**config.mk**
```make
export PLATFORM = sky130hd
export DESIGN_NAME = rtc_calendar
export DESIGN_NICKNAME = d
export VERILOG_FILES = /design/src/hdl/rtc_calendar_pkg.sv /design/src/hdl/rtc_calendar.sv
export SDC_FILE = /design/constraint.sdc
export NUM_CORES = 1
export LEC_CHECK = 0
export ABC_AREA = 1
export BUFFER_PORTS_ARGS = -buffer_cell sky130_fd_sc_hd__buf_2
export CORE_ASPECT_RATIO = 1.2
export CORE_MARGIN = 4
export CORE_UTILIZATION = 56
export CTS_CLUSTER_SIZE = 40
export DETAILED_ROUTE_END_ITERATION = 6
export GPL_TIMING_DRIVEN = 1
export MAX_ROUTING_LAYER = met4
export PLACE_DENSITY = 0.81
export SLEW_MARGIN = 30
export SYNTH_ARGS = -nofsm -noshare
export SYNTH_HDL_FRONTEND = slang
export SYNTH_SLANG_ARGS = --single-unit
```
**constraint.sdc**
```tcl
create_clock -name pclk -period 2.05 [get_ports pclk]
set_input_delay 0.205 -clock pclk [delete_from_list [all_inputs] [get_ports pclk]]
set_output_delay 0.205 -clock pclk [all_outputs]
set_load 0.01 [all_outputs]
```
**src/hdl/rtc_calendar_pkg.sv**
```systemverilog
// Function
// - hour BCD 1-12 or 0-23, read/write
// - minute BCD 0-59, tens 6-4, units 3-0
// - month BCD 1-12, tens bit 12
// - day limit 31/30/29/28 by month, leap
// - weekday base-7, 0 Sunday to 6 Saturday
// - year BCD 0-99, tens 7-4, units 3-0
// - flag sets on cause, write one clears
// - flags 15-12: regulation, stopwatch 1/10/100 Hz
// - flags 8-0: alarm, day down to 1/32 s
// - enable bit gates same-position flag
// - enables 15-12 gate regulation and stopwatch
// - 24h mode zeroes am/pm on write and on hour step
package rtc_calendar_pkg;

    localparam logic [7:0]  HOUR_MINUTE_OFFSET = 8'h00;
    localparam logic [7:0]  MONTH_DAY_OFFSET   = 8'h04;
    localparam logic [7:0]  YEAR_WEEKDAY_OFFSET = 8'h08;
    localparam logic [7:0]  IRQ_FLAGS_OFFSET   = 8'h0c;
    localparam logic [7:0]  IRQ_ENABLES_OFFSET = 8'h10;
    localparam logic [7:0]  CLOCK_CONTROL_OFFSET = 8'h14;

    localparam logic [15:0] HOUR_MINUTE_RESET  = 16'h1200;
    localparam logic [15:0] MONTH_DAY_RESET    = 16'h0101;
    localparam logic [15:0] YEAR_WEEKDAY_RESET = 16'h0000;
    localparam logic [15:0] IRQ_FLAGS_RESET    = 16'h0000;
    localparam logic [15:0] IRQ_ENABLES_RESET  = 16'h0000;
    localparam logic        TWENTY_FOUR_RESET  = 1'b0;

    // implemented flag and enable positions
    localparam logic [15:0] IRQ_BITS_MASK      = 16'hf1ff;
    localparam int          DAY_TICK_BIT       = 7;
    localparam int          HOUR_TICK_BIT      = 6;
    localparam int          MINUTE_TICK_BIT    = 5;
    localparam int          CONTROL_24H_BIT    = 0;
    localparam int          CONTROL_BUSY_BIT   = 1;

    localparam logic [7:0]  LAST_MINUTE        = 8'h59;
    localparam logic [7:0]  LAST_HOUR_24       = 8'h23;
    localparam logic [7:0]  HOUR_ELEVEN        = 8'h11;
    localparam logic [7:0]  HOUR_TWELVE        = 8'h12;
    localparam logic [7:0]  FIRST_HOUR_12      = 8'h01;
    localparam logic [7:0]  LAST_MONTH         = 8'h12;
    localparam logic [7:0]  LAST_YEAR          = 8'h99;
    localparam logic [2:0]  LAST_WEEKDAY       = 3'h6;

    typedef struct packed {
        logic       spare_hi;
        logic       am_pm_indicator;
        logic [1:0] hour_tens;
        logic [3:0] hour_units;
        logic       spare_lo;
        logic [2:0] minute_tens;
        logic [3:0] minute_units;
    } hour_minute_type;

    typedef struct packed {
        logic [2:0] spare_hi;
        logic       month_tens;
        logic [3:0] month_units;
        logic [1:0] spare_lo;
        logic [1:0] day_tens;
        logic [3:0] day_units;
    } month_day_type;

    typedef struct packed {
        logic [4:0] spare;
        logic [2:0] weekday_count;
        logic [3:0] year_tens;
        logic [3:0] year_units;
    } year_weekday_type;

endpackage

```
**src/hdl/rtc_calendar.sv**
```systemverilog
// The implementer's own choices: the APB interface to the registers and the placing of the registers.
`timescale 1ns/10ps
`default_nettype none
module rtc_calendar (
    input  wire logic        pclk,
    input  wire logic        presetn,
    input  wire logic        psel,
    input  wire logic        penable,
    input  wire logic        pwrite,
    input  wire logic [7:0]  paddr,
    input  wire logic [31:0] pwdata,
    input  wire logic [3:0]  pstrb,
    output logic      [31:0] prdata,
    output logic             pready,
    output logic             pslverr,
    input  wire logic        minute_carry,
    input  wire logic [15:0] cause_pulse,
    output logic             clock_irq
);

    ////////////////////////////////////////////////////////////////////////
    // helpers

    function automatic logic [7:0] bcd_inc(input logic [7:0] v);
        logic [7:0] r;
        r = (v[3:0] == 4'h9) ? {v[7:4] + 4'h1, 4'h0} : v + 8'h01;
        return r;
    endfunction

    function automatic logic is_leap(input logic [7:0] y);
        logic r;
        r = y[4] ? (y[3:0] == 4'h2 || y[3:0] == 4'h6)
                 : (y[3:0] == 4'h0 || y[3:0] == 4'h4 || y[3:0] == 4'h8);
        return r;
    endfunction

    function automatic logic [7:0] last_day(input logic [7:0] m,
                                            input logic       leap);
        logic [7:0] r;
        unique case (m)
            8'h02:                      r = leap ? 8'h29 : 8'h28;
            8'h04, 8'h06, 8'h09, 8'h11: r = 8'h30;
            default:                    r = 8'h31;
        endcase
        return r;
    endfunction

    function automatic logic [7:0] bcd_wrap(input logic [7:0] v,
                                            input logic [7:0] wrap_at,
                                            input logic [7:0] wrap_to);
        logic [7:0] r;
        r = (v == wrap_at) ? wrap_to : bcd_inc(v);
        return r;
    endfunction

    function automatic logic [2:0] week_inc(input logic [2:0] w);
        logic [2:0] r;
        r = (w == rtc_calendar_pkg::LAST_WEEKDAY) ? 3'h0 : w + 3'h1;
        return r;
    endfunction

    ////////////////////////////////////////////////////////////////////////
    // state

    rtc_calendar_pkg::hour_minute_type  hm;
    rtc_calendar_pkg::hour_minute_type  next_hm;
    rtc_calendar_pkg::month_day_type    md;
    rtc_calendar_pkg::month_day_type    next_md;
    rtc_calendar_pkg::year_weekday_type yw;
    rtc_calendar_pkg::year_weekday_type next_yw;
    logic [15:0] irq_flags;
    logic [15:0] next_irq_flags;
    logic [15:0] irq_enables;
    logic [15:0] next_irq_enables;
    logic        twenty_four_hour_select;
    logic        next_twenty_four_hour_select;
    // busy follows the minute carry by one cycle
    logic        clock_busy_flag;
    logic        next_clock_busy_flag;
    logic [31:0] next_prdata;
    logic        next_pready;
    logic        next_pslverr;
    logic        next_clock_irq;

    ////////////////////////////////////////////////////////////////////////
    // bus decode

    logic        setup_phase;
    logic        write_take;
    logic        lo_lanes;
    logic        mapped;
    logic [15:0] wdata16;

    always_comb begin
        setup_phase = psel && !penable;
        // writes land on the access edge; unmapped ones are refused
        write_take  = psel && penable && pready && pwrite && !pslverr;
        lo_lanes    = pstrb[0] && pstrb[1];
        wdata16     = pwdata[15:0];
        unique case (paddr)
            rtc_calendar_pkg::HOUR_MINUTE_OFFSET,
            rtc_calendar_pkg::MONTH_DAY_OFFSET,
            rtc_calendar_pkg::YEAR_WEEKDAY_OFFSET,
            rtc_calendar_pkg::IRQ_FLAGS_OFFSET,
            rtc_calendar_pkg::IRQ_ENABLES_OFFSET,
            rtc_calendar_pkg::CLOCK_CONTROL_OFFSET: mapped = 1'b1;
            default:                                mapped = 1'b0;
        endcase
    end

    ////////////////////////////////////////////////////////////////////////
    // calendar count-up

    logic [7:0] minute_now;
    logic [7:0] hour_now;
    logic [7:0] month_now;
    logic [7:0] day_now;
    logic [7:0] year_now;
    logic [7:0] minute_up;
    logic [7:0] hour_up;
    logic [7:0] month_up;
    logic [7:0] day_up;
    logic [7:0] year_up;
    logic       am_pm_up;
    logic       hour_step;
    logic       day_step;
    logic       month_step;
    logic       year_step;
    logic       leap_year;
    logic [7:0] day_limit;

    always_comb begin
        minute_now = {1'b0, hm.minute_tens, hm.minute_units};
        hour_now   = {2'b00, hm.hour_tens, hm.hour_units};
        month_now  = {3'b000, md.month_tens, md.month_units};
        day_now    = {2'b00, md.day_tens, md.day_units};
        year_now   = {yw.year_tens, yw.year_units};
        // carries ripple through every counter on the same edge
        hour_step  = minute_carry && minute_now == rtc_calendar_pkg::LAST_MINUTE;
        minute_up  = (minute_now == rtc_calendar_pkg::LAST_MINUTE) ? 8'h00
                   : bcd_inc(minute_now);
        day_step   = 1'b0;
        am_pm_up   = 1'b0;
        hour_up    = bcd_inc(hour_now);
        if (twenty_four_hour_select) begin
            if (hour_now == rtc_calendar_pkg::LAST_HOUR_24) begin
                hour_up  = 8'h00;
                day_step = hour_step;
            end
        end else begin
            // 12h: 11 to 12 flips am/pm, 12 wraps to 1
            am_pm_up = hm.am_pm_indicator;
            if (hour_now == rtc_calendar_pkg::HOUR_TWELVE) begin
                hour_up = rtc_calendar_pkg::FIRST_HOUR_12;
            end else if (hour_now == rtc_calendar_pkg::HOUR_ELEVEN) begin
                am_pm_up = !hm.am_pm_indicator;
                day_step = hour_step && hm.am_pm_indicator;
            end
        end
        leap_year  = is_leap(year_now);
        day_limit  = last_day(month_now, leap_year);
        month_step = day_step && day_now == day_limit;
        day_up     = bcd_wrap(day_now, day_limit, 8'h01);
        year_step  = month_step && month_now == rtc_calendar_pkg::LAST_MONTH;
        month_up   = bcd_wrap(month_now, rtc_calendar_pkg::LAST_MONTH,
                              8'h01);
        year_up    = bcd_wrap(year_now, rtc_calendar_pkg::LAST_YEAR,
                              8'h00);
    end

    ////////////////////////////////////////////////////////////////////////
    // next values

    always_comb begin
        next_hm                      = hm;
        next_md                      = md;
        next_yw                      = yw;
        next_twenty_four_hour_select = twenty_four_hour_select;
        next_irq_enables             = irq_enables;
        next_clock_busy_flag         = minute_carry;
        if (minute_carry) begin
            next_hm.minute_units = minute_up[3:0];
            next_hm.minute_tens  = minute_up[6:4];
        end
        if (hour_step) begin
            next_hm.hour_units      = hour_up[3:0];
            next_hm.hour_tens       = hour_up[5:4];
            next_hm.am_pm_indicator = am_pm_up;
        end
        if (day_step) begin
            next_md.day_units     = day_up[3:0];
            next_md.day_tens      = day_up[5:4];
            next_yw.weekday_count = week_inc(yw.weekday_count);
        end
        if (month_step) begin
            next_md.month_units = month_up[3:0];
            next_md.month_tens  = month_up[4];
        end
        if (year_step) begin
            next_yw.year_units = year_up[3:0];
            next_yw.year_tens  = year_up[7:4];
        end
        // software write wins over a count-up in the same cycle
        if (write_take && lo_lanes) begin
            unique case (paddr)
                rtc_calendar_pkg::HOUR_MINUTE_OFFSET: begin
                    next_hm          = wdata16;
                    next_hm.spare_hi = 1'b0;
                    next_hm.spare_lo = 1'b0;
                    if (twenty_four_hour_select) begin
                        next_hm.am_pm_indicator = 1'b0;
                    end
                end
                rtc_calendar_pkg::MONTH_DAY_OFFSET: begin
                    next_md          = wdata16;
                    next_md.spare_hi = 3'h0;
                    next_md.spare_lo = 2'h0;
                end
                rtc_calendar_pkg::YEAR_WEEKDAY_OFFSET: begin
                    next_yw       = wdata16;
                    next_yw.spare = 5'h00;
                end
                rtc_calendar_pkg::IRQ_ENABLES_OFFSET: begin
                    next_irq_enables =
                        wdata16 & rtc_calendar_pkg::IRQ_BITS_MASK;
                end
                rtc_calendar_pkg::CLOCK_CONTROL_OFFSET: begin
                    next_twenty_four_hour_select =
                        wdata16[rtc_calendar_pkg::CONTROL_24H_BIT];
                end
                default: begin
                end
            endcase
        end
    end

    ////////////////////////////////////////////////////////////////////////
    // interrupt flags

    logic [15:0] flag_set;
    logic [15:0] flag_clear;

    always_comb begin
        flag_set = cause_pulse;
        flag_set[rtc_calendar_pkg::MINUTE_TICK_BIT] = minute_carry;
        flag_set[rtc_calendar_pkg::HOUR_TICK_BIT]   = hour_step;
        flag_set[rtc_calendar_pkg::DAY_TICK_BIT]    = day_step;
        flag_clear = (write_take && lo_lanes
                      && paddr == rtc_calendar_pkg::IRQ_FLAGS_OFFSET)
                   ? wdata16 : 16'h0000;
        // a cause in the clearing cycle stays set
        next_irq_flags = ((irq_flags & ~flag_clear) | flag_set)
                       & rtc_calendar_pkg::IRQ_BITS_MASK;
        next_clock_irq = |(next_irq_flags
                           & next_irq_enables);
    end

    ////////////////////////////////////////////////////////////////////////
    // read answer

    always_comb begin
        next_prdata  = prdata;
        next_pready  = 1'b0;
        next_pslverr = 1'b0;
        // answer is registered: pready stands in the first access cycle
        if (setup_phase) begin
            next_pready  = 1'b1;
            next_pslverr = !mapped;
            next_prdata  = 32'h0000_0000;
            unique case (paddr)
                rtc_calendar_pkg::HOUR_MINUTE_OFFSET:
                    next_prdata[15:0] = hm;
                rtc_calendar_pkg::MONTH_DAY_OFFSET:
                    next_prdata[15:0] = md;
                rtc_calendar_pkg::YEAR_WEEKDAY_OFFSET:
                    next_prdata[15:0] = yw;
                rtc_calendar_pkg::IRQ_FLAGS_OFFSET:
                    next_prdata[15:0] = irq_flags;
                rtc_calendar_pkg::IRQ_ENABLES_OFFSET:
                    next_prdata[15:0] = irq_enables;
                rtc_calendar_pkg::CLOCK_CONTROL_OFFSET: begin
                    next_prdata[rtc_calendar_pkg::CONTROL_24H_BIT] =
                        twenty_four_hour_select;
                    next_prdata[rtc_calendar_pkg::CONTROL_BUSY_BIT] =
                        clock_busy_flag;
                end
                default: begin
                end
            endcase
        end else if (psel && penable && pready) begin
            // data falls back to zero once the access is over
            next_prdata = 32'h0000_0000;
        end
    end

    ////////////////////////////////////////////////////////////////////////
    // calendar, mode and enable registers

    always_ff @(posedge pclk or negedge presetn) begin
        if (!presetn) begin
            hm                      <= rtc_calendar_pkg::HOUR_MINUTE_RESET;
            md                      <= rtc_calendar_pkg::MONTH_DAY_RESET;
            yw                      <= rtc_calendar_pkg::YEAR_WEEKDAY_RESET;
            irq_enables             <= rtc_calendar_pkg::IRQ_ENABLES_RESET;
            twenty_four_hour_select <= rtc_calendar_pkg::TWENTY_FOUR_RESET;
            clock_busy_flag         <= 1'b0;
        end else begin
            hm                      <= next_hm;
            md                      <= next_md;
            yw                      <= next_yw;
            irq_enables             <= next_irq_enables;
            twenty_four_hour_select <= next_twenty_four_hour_select;
            clock_busy_flag         <= next_clock_busy_flag;
        end
    end

    ////////////////////////////////////////////////////////////////////////
    // flag and request registers

    always_ff @(posedge pclk or negedge presetn) begin
        if (!presetn) begin
            irq_flags <= rtc_calendar_pkg::IRQ_FLAGS_RESET;
            clock_irq <= 1'b0;
        end else begin
            irq_flags <= next_irq_flags;
            clock_irq <= next_clock_irq;
        end
    end

    ////////////////////////////////////////////////////////////////////////
    // bus answer registers

    always_ff @(posedge pclk or negedge presetn) begin
        if (!presetn) begin
            prdata  <= 32'h0000_0000;
            pready  <= 1'b0;
            pslverr <= 1'b0;
        end else begin
            prdata  <= next_prdata;
            pready  <= next_pready;
            pslverr <= next_pslverr;
        end
    end

endmodule
`default_nettype wire

```
==> flow_summary.toml <==
[run_status]
status = "completed"

[place]
dp_hpwl_um = 11200
post-place-ws_ns = 0.112
portBuffers = 60
gp_congestion = 0.969
dpl.cell_count = 865

[final_layout]
nets = 837
n_antenna_cell = 0
utilization_pct = 66.5
final.fill_count = 756
syn2layout_area_growth_pct = 14.3
regArea_mm2 = 0.00208
drive_gt1_share_pct = 18.4
stdcell_count = 882
multi_input_area_mm2 = 0.00250

[timing]
finalSetupViolCount = 0
finalCritPeriodShare_pct = 94.7
finalCriticalPeriod_ns = 1.94
clock_skew_ns = 0.0131
tns_ns = 0
finalMaxSlewViolations = 0
fmax_mhz = 515
hold_violations = 0
finalWorstSetupSlack_ns = 0.109

[synth]
synth_top_family_by_area = "simple AND/OR/NAND/NOR gates"
synth_compound_area_share_pct = 15.3
yosys-top-cells-count = "nand2_1 (160), inv_1 (85), dfrtp_1 (79)"
synth_area_per_cell_um2 = 7.45
synthArstFlopShare_pct = 100
synth_ff_type = "dfrtp_1"
synth_xor_area_share_pct = 0.864
yosysMostFrequentCell = "nand2_1"
synth_edf_count = 0
synth_top_area_share_pct = 39.0
syn_inst = 680
ys_warn_count = 0
ys_seq_area_share_pct = 41.1
ys_types = 42
synth_seq_cells = 83
synth_area_leaders = "dfrtp_1 (39%), nand2_1 (12%), nand3_1 (7.2%)"
yosys.area.top_type = "dfrtp_1"
syn_area_mm2 = 0.00507
muxShareOfSynthArea_pct = 0
synthAdderAreaFrac_pct = 2.47
synthSimpleGateAreaFrac_pct = 29.2

[route]
drtPass1Iterations = 6
drt-initial-drc-count = 433
drc = 0
wl_um = 14700
wl_per_cell_um = 16.7
vias_per_cell = 5.78
num_vias = 5094
antenna_left = 0

[pwr]
clkPwrFrac_pct = 30.2
internal-power_uw = 2430
leakage_uw = 0.00297
swShare_pct = 30.4
p_sw_uw = 1060
power_density_mw_per_mm2 = 603
peakVddDrop_v = 0.000423
sequentialPowerShare_pct = 53.4
p_comb_share_pct = 16.4

[setup_path]
worst_ep_required_time_ns = 2.31
cp-end-kind = "flip-flop"
worstSetupPathType = "flip-flop to flip-flop"
critPathArrivalTime_ns = 2.20
worstPathMaxFanout = 6
critPathLaunchType = "flip-flop"

[clock_network]
cts_buffers = 9
h-tree-depth = 3
path_clk_slew_ns = 0.08
insertion_delay_ns = 0.37
cts.sinks = 83
cts_tree = "done"
cts_max_path_buffers = 2
root_buffer = "clkbuf_8"

[floorplan]
core.rowCount = 37
chipWidth_um = 94.8
die_h_um = 112
start_util_pct = 58.2
dieArea_mm2 = 0.0106
core_mm2 = 0.00870
ios = 101

[grt]
antenna_found_initial = 0
grt_pass1_wl_um = 23400
overflow = 0
grt_max_degree = 52
grt_pass1_vias = 4845
grt_usage_pct = 29.4

[run]
cap_violations = 0

[worst_hold_path]
hp-class = "input pin to flip-flop"
==> layer usage <==
layer  wire length, µm  vias to the layer above  GRT usage (%)
li1                  -                     2406              -
met1              5680                     2354           36.7
met2              7030                      272           46.0
met3              1140                       62           3.28
met4               871                        0           17.1
met5                 0                        -              -
==> area by class of cell <==
cell class                 count  area share [%]
clock inverter                 4           0.475
inverter                      94            6.18
timing repair buffer          87            9.20
clock buffer                  11            2.44
sequential                    83            35.9
tap                          117            2.53
multi-input combinational    486            43.2
==> registers in the layout, indices dropped and copies added, names as in the netlist <==
| signal | count |
|---|---|
| prdata | 16 |
| hm | 14 |
| irq_enables | 13 |
| irq_flags | 13 |
| year_now | 8 |
| day_now | 6 |
| md | 5 |
| yw | 3 |
| clock_busy_flag | 1 |
| clock_irq | 1 |
| pready | 1 |
| pslverr | 1 |
| twenty_four_hour_select | 1 |
==> layout by cell type, fill, tap and decap left out, types with 5 or more instances in the layout <==
| master | netlist | final |
|---|---|---|
| nand3_1 | 73 | 73 |
| buf_2 | 3 | 59 |
| nand2_1 | 160 | 160 |
| nand3_2 | 6 | 5 |
| o21ai_0 | 58 | 56 |
| o22ai_1 | 12 | 12 |
| dfrtp_1 | 79 | 79 |
| nor2_1 | 43 | 42 |
| nor3_1 | 5 | 5 |
| ha_1 | 10 | 9 |
| o21ai_1 | 13 | 14 |
| a21oi_1 | 14 | 14 |
| xor2_1 | 5 | 5 |
| inv_2 | 9 | 9 |
| clkbuf_8 | 0 | 10 |
| nor2_2 | 6 | 7 |
| nand4_1 | 17 | 17 |
| buf_4 | 18 | 25 |
| inv_1 | 85 | 84 |
| conb_1 | 1 | 16 |
==> worst max-delay path, stage by stage (launching register included) <==
cell and delay, ns:
dfrtp_1 0.41, inv_2 0.09, ha_1 0.14, nand2_1 0.08, nor2_2 0.16, nand3_2 0.11
nor2_4 0.11, buf_4 0.15, inv_1 0.11, nand2_1 0.17, a22oi_1 0.09, a31o_2 0.21
==> what timing repair did <==
action | CTS | global route
hold endpoints to repair | 30 | 0
setup buffers | 0 | 1
resized for setup | 0 | 10
endpoints found under the setup margin | 0 | 18
hold buffers | 1 | 0
==> stage by stage <==
| step | instance area [µm²] | hold slack, ns | total power [µW] |
|---|---|---|---|
| floorplan | 5120 | -0.0906 | 2230 |
| global placement | 5580 | 0.178 | 2410 |
| detailed placement | 5580 | 0.181 | 2430 |
| CTS | 5760 | 0.0183 | 3470 |
| global route | 5790 | 0.0236 | 3670 |
| finish | 5790 | 0.0340 | 3490 |
==> kinds of logic after synthesis <==
logic type / count (synthesis)
simple gates: 324
compound gates: 131
buf+inv: 126
flops: 83
fa+ha+maj: 10
xor+xnor: 5
other cells: 1
==> power by group through the flow <==
stage	Combinational [µW]	Sequential (µW)	Clock [µW]
after floorplan	366	1860	0
after global placement	526	1880	0
after detailed placement	547	1890	0
after CTS	551	1860	1060
after global routing	654	1880	1130
final	574	1860	1050
==> path summary, 6_finish.rpt <==
check                                    from               to  slack, ns  depth (start not counted)
worst max-delay path                    hm[1]           hm[14]       0.11                         11
worst min-delay path             minute_carry  clock_busy_flag       0.03                          1
worst max register to register          hm[1]           hm[14]       0.11                         11
worst min register to register  irq_flags[15]    irq_flags[15]       0.51                          2
max in group asynchronous             presetn           hm[12]       1.07                          3
min in group asynchronous             presetn            hm[0]       0.33                          2
No activity file was read; power rests on OpenSTA's default activity.
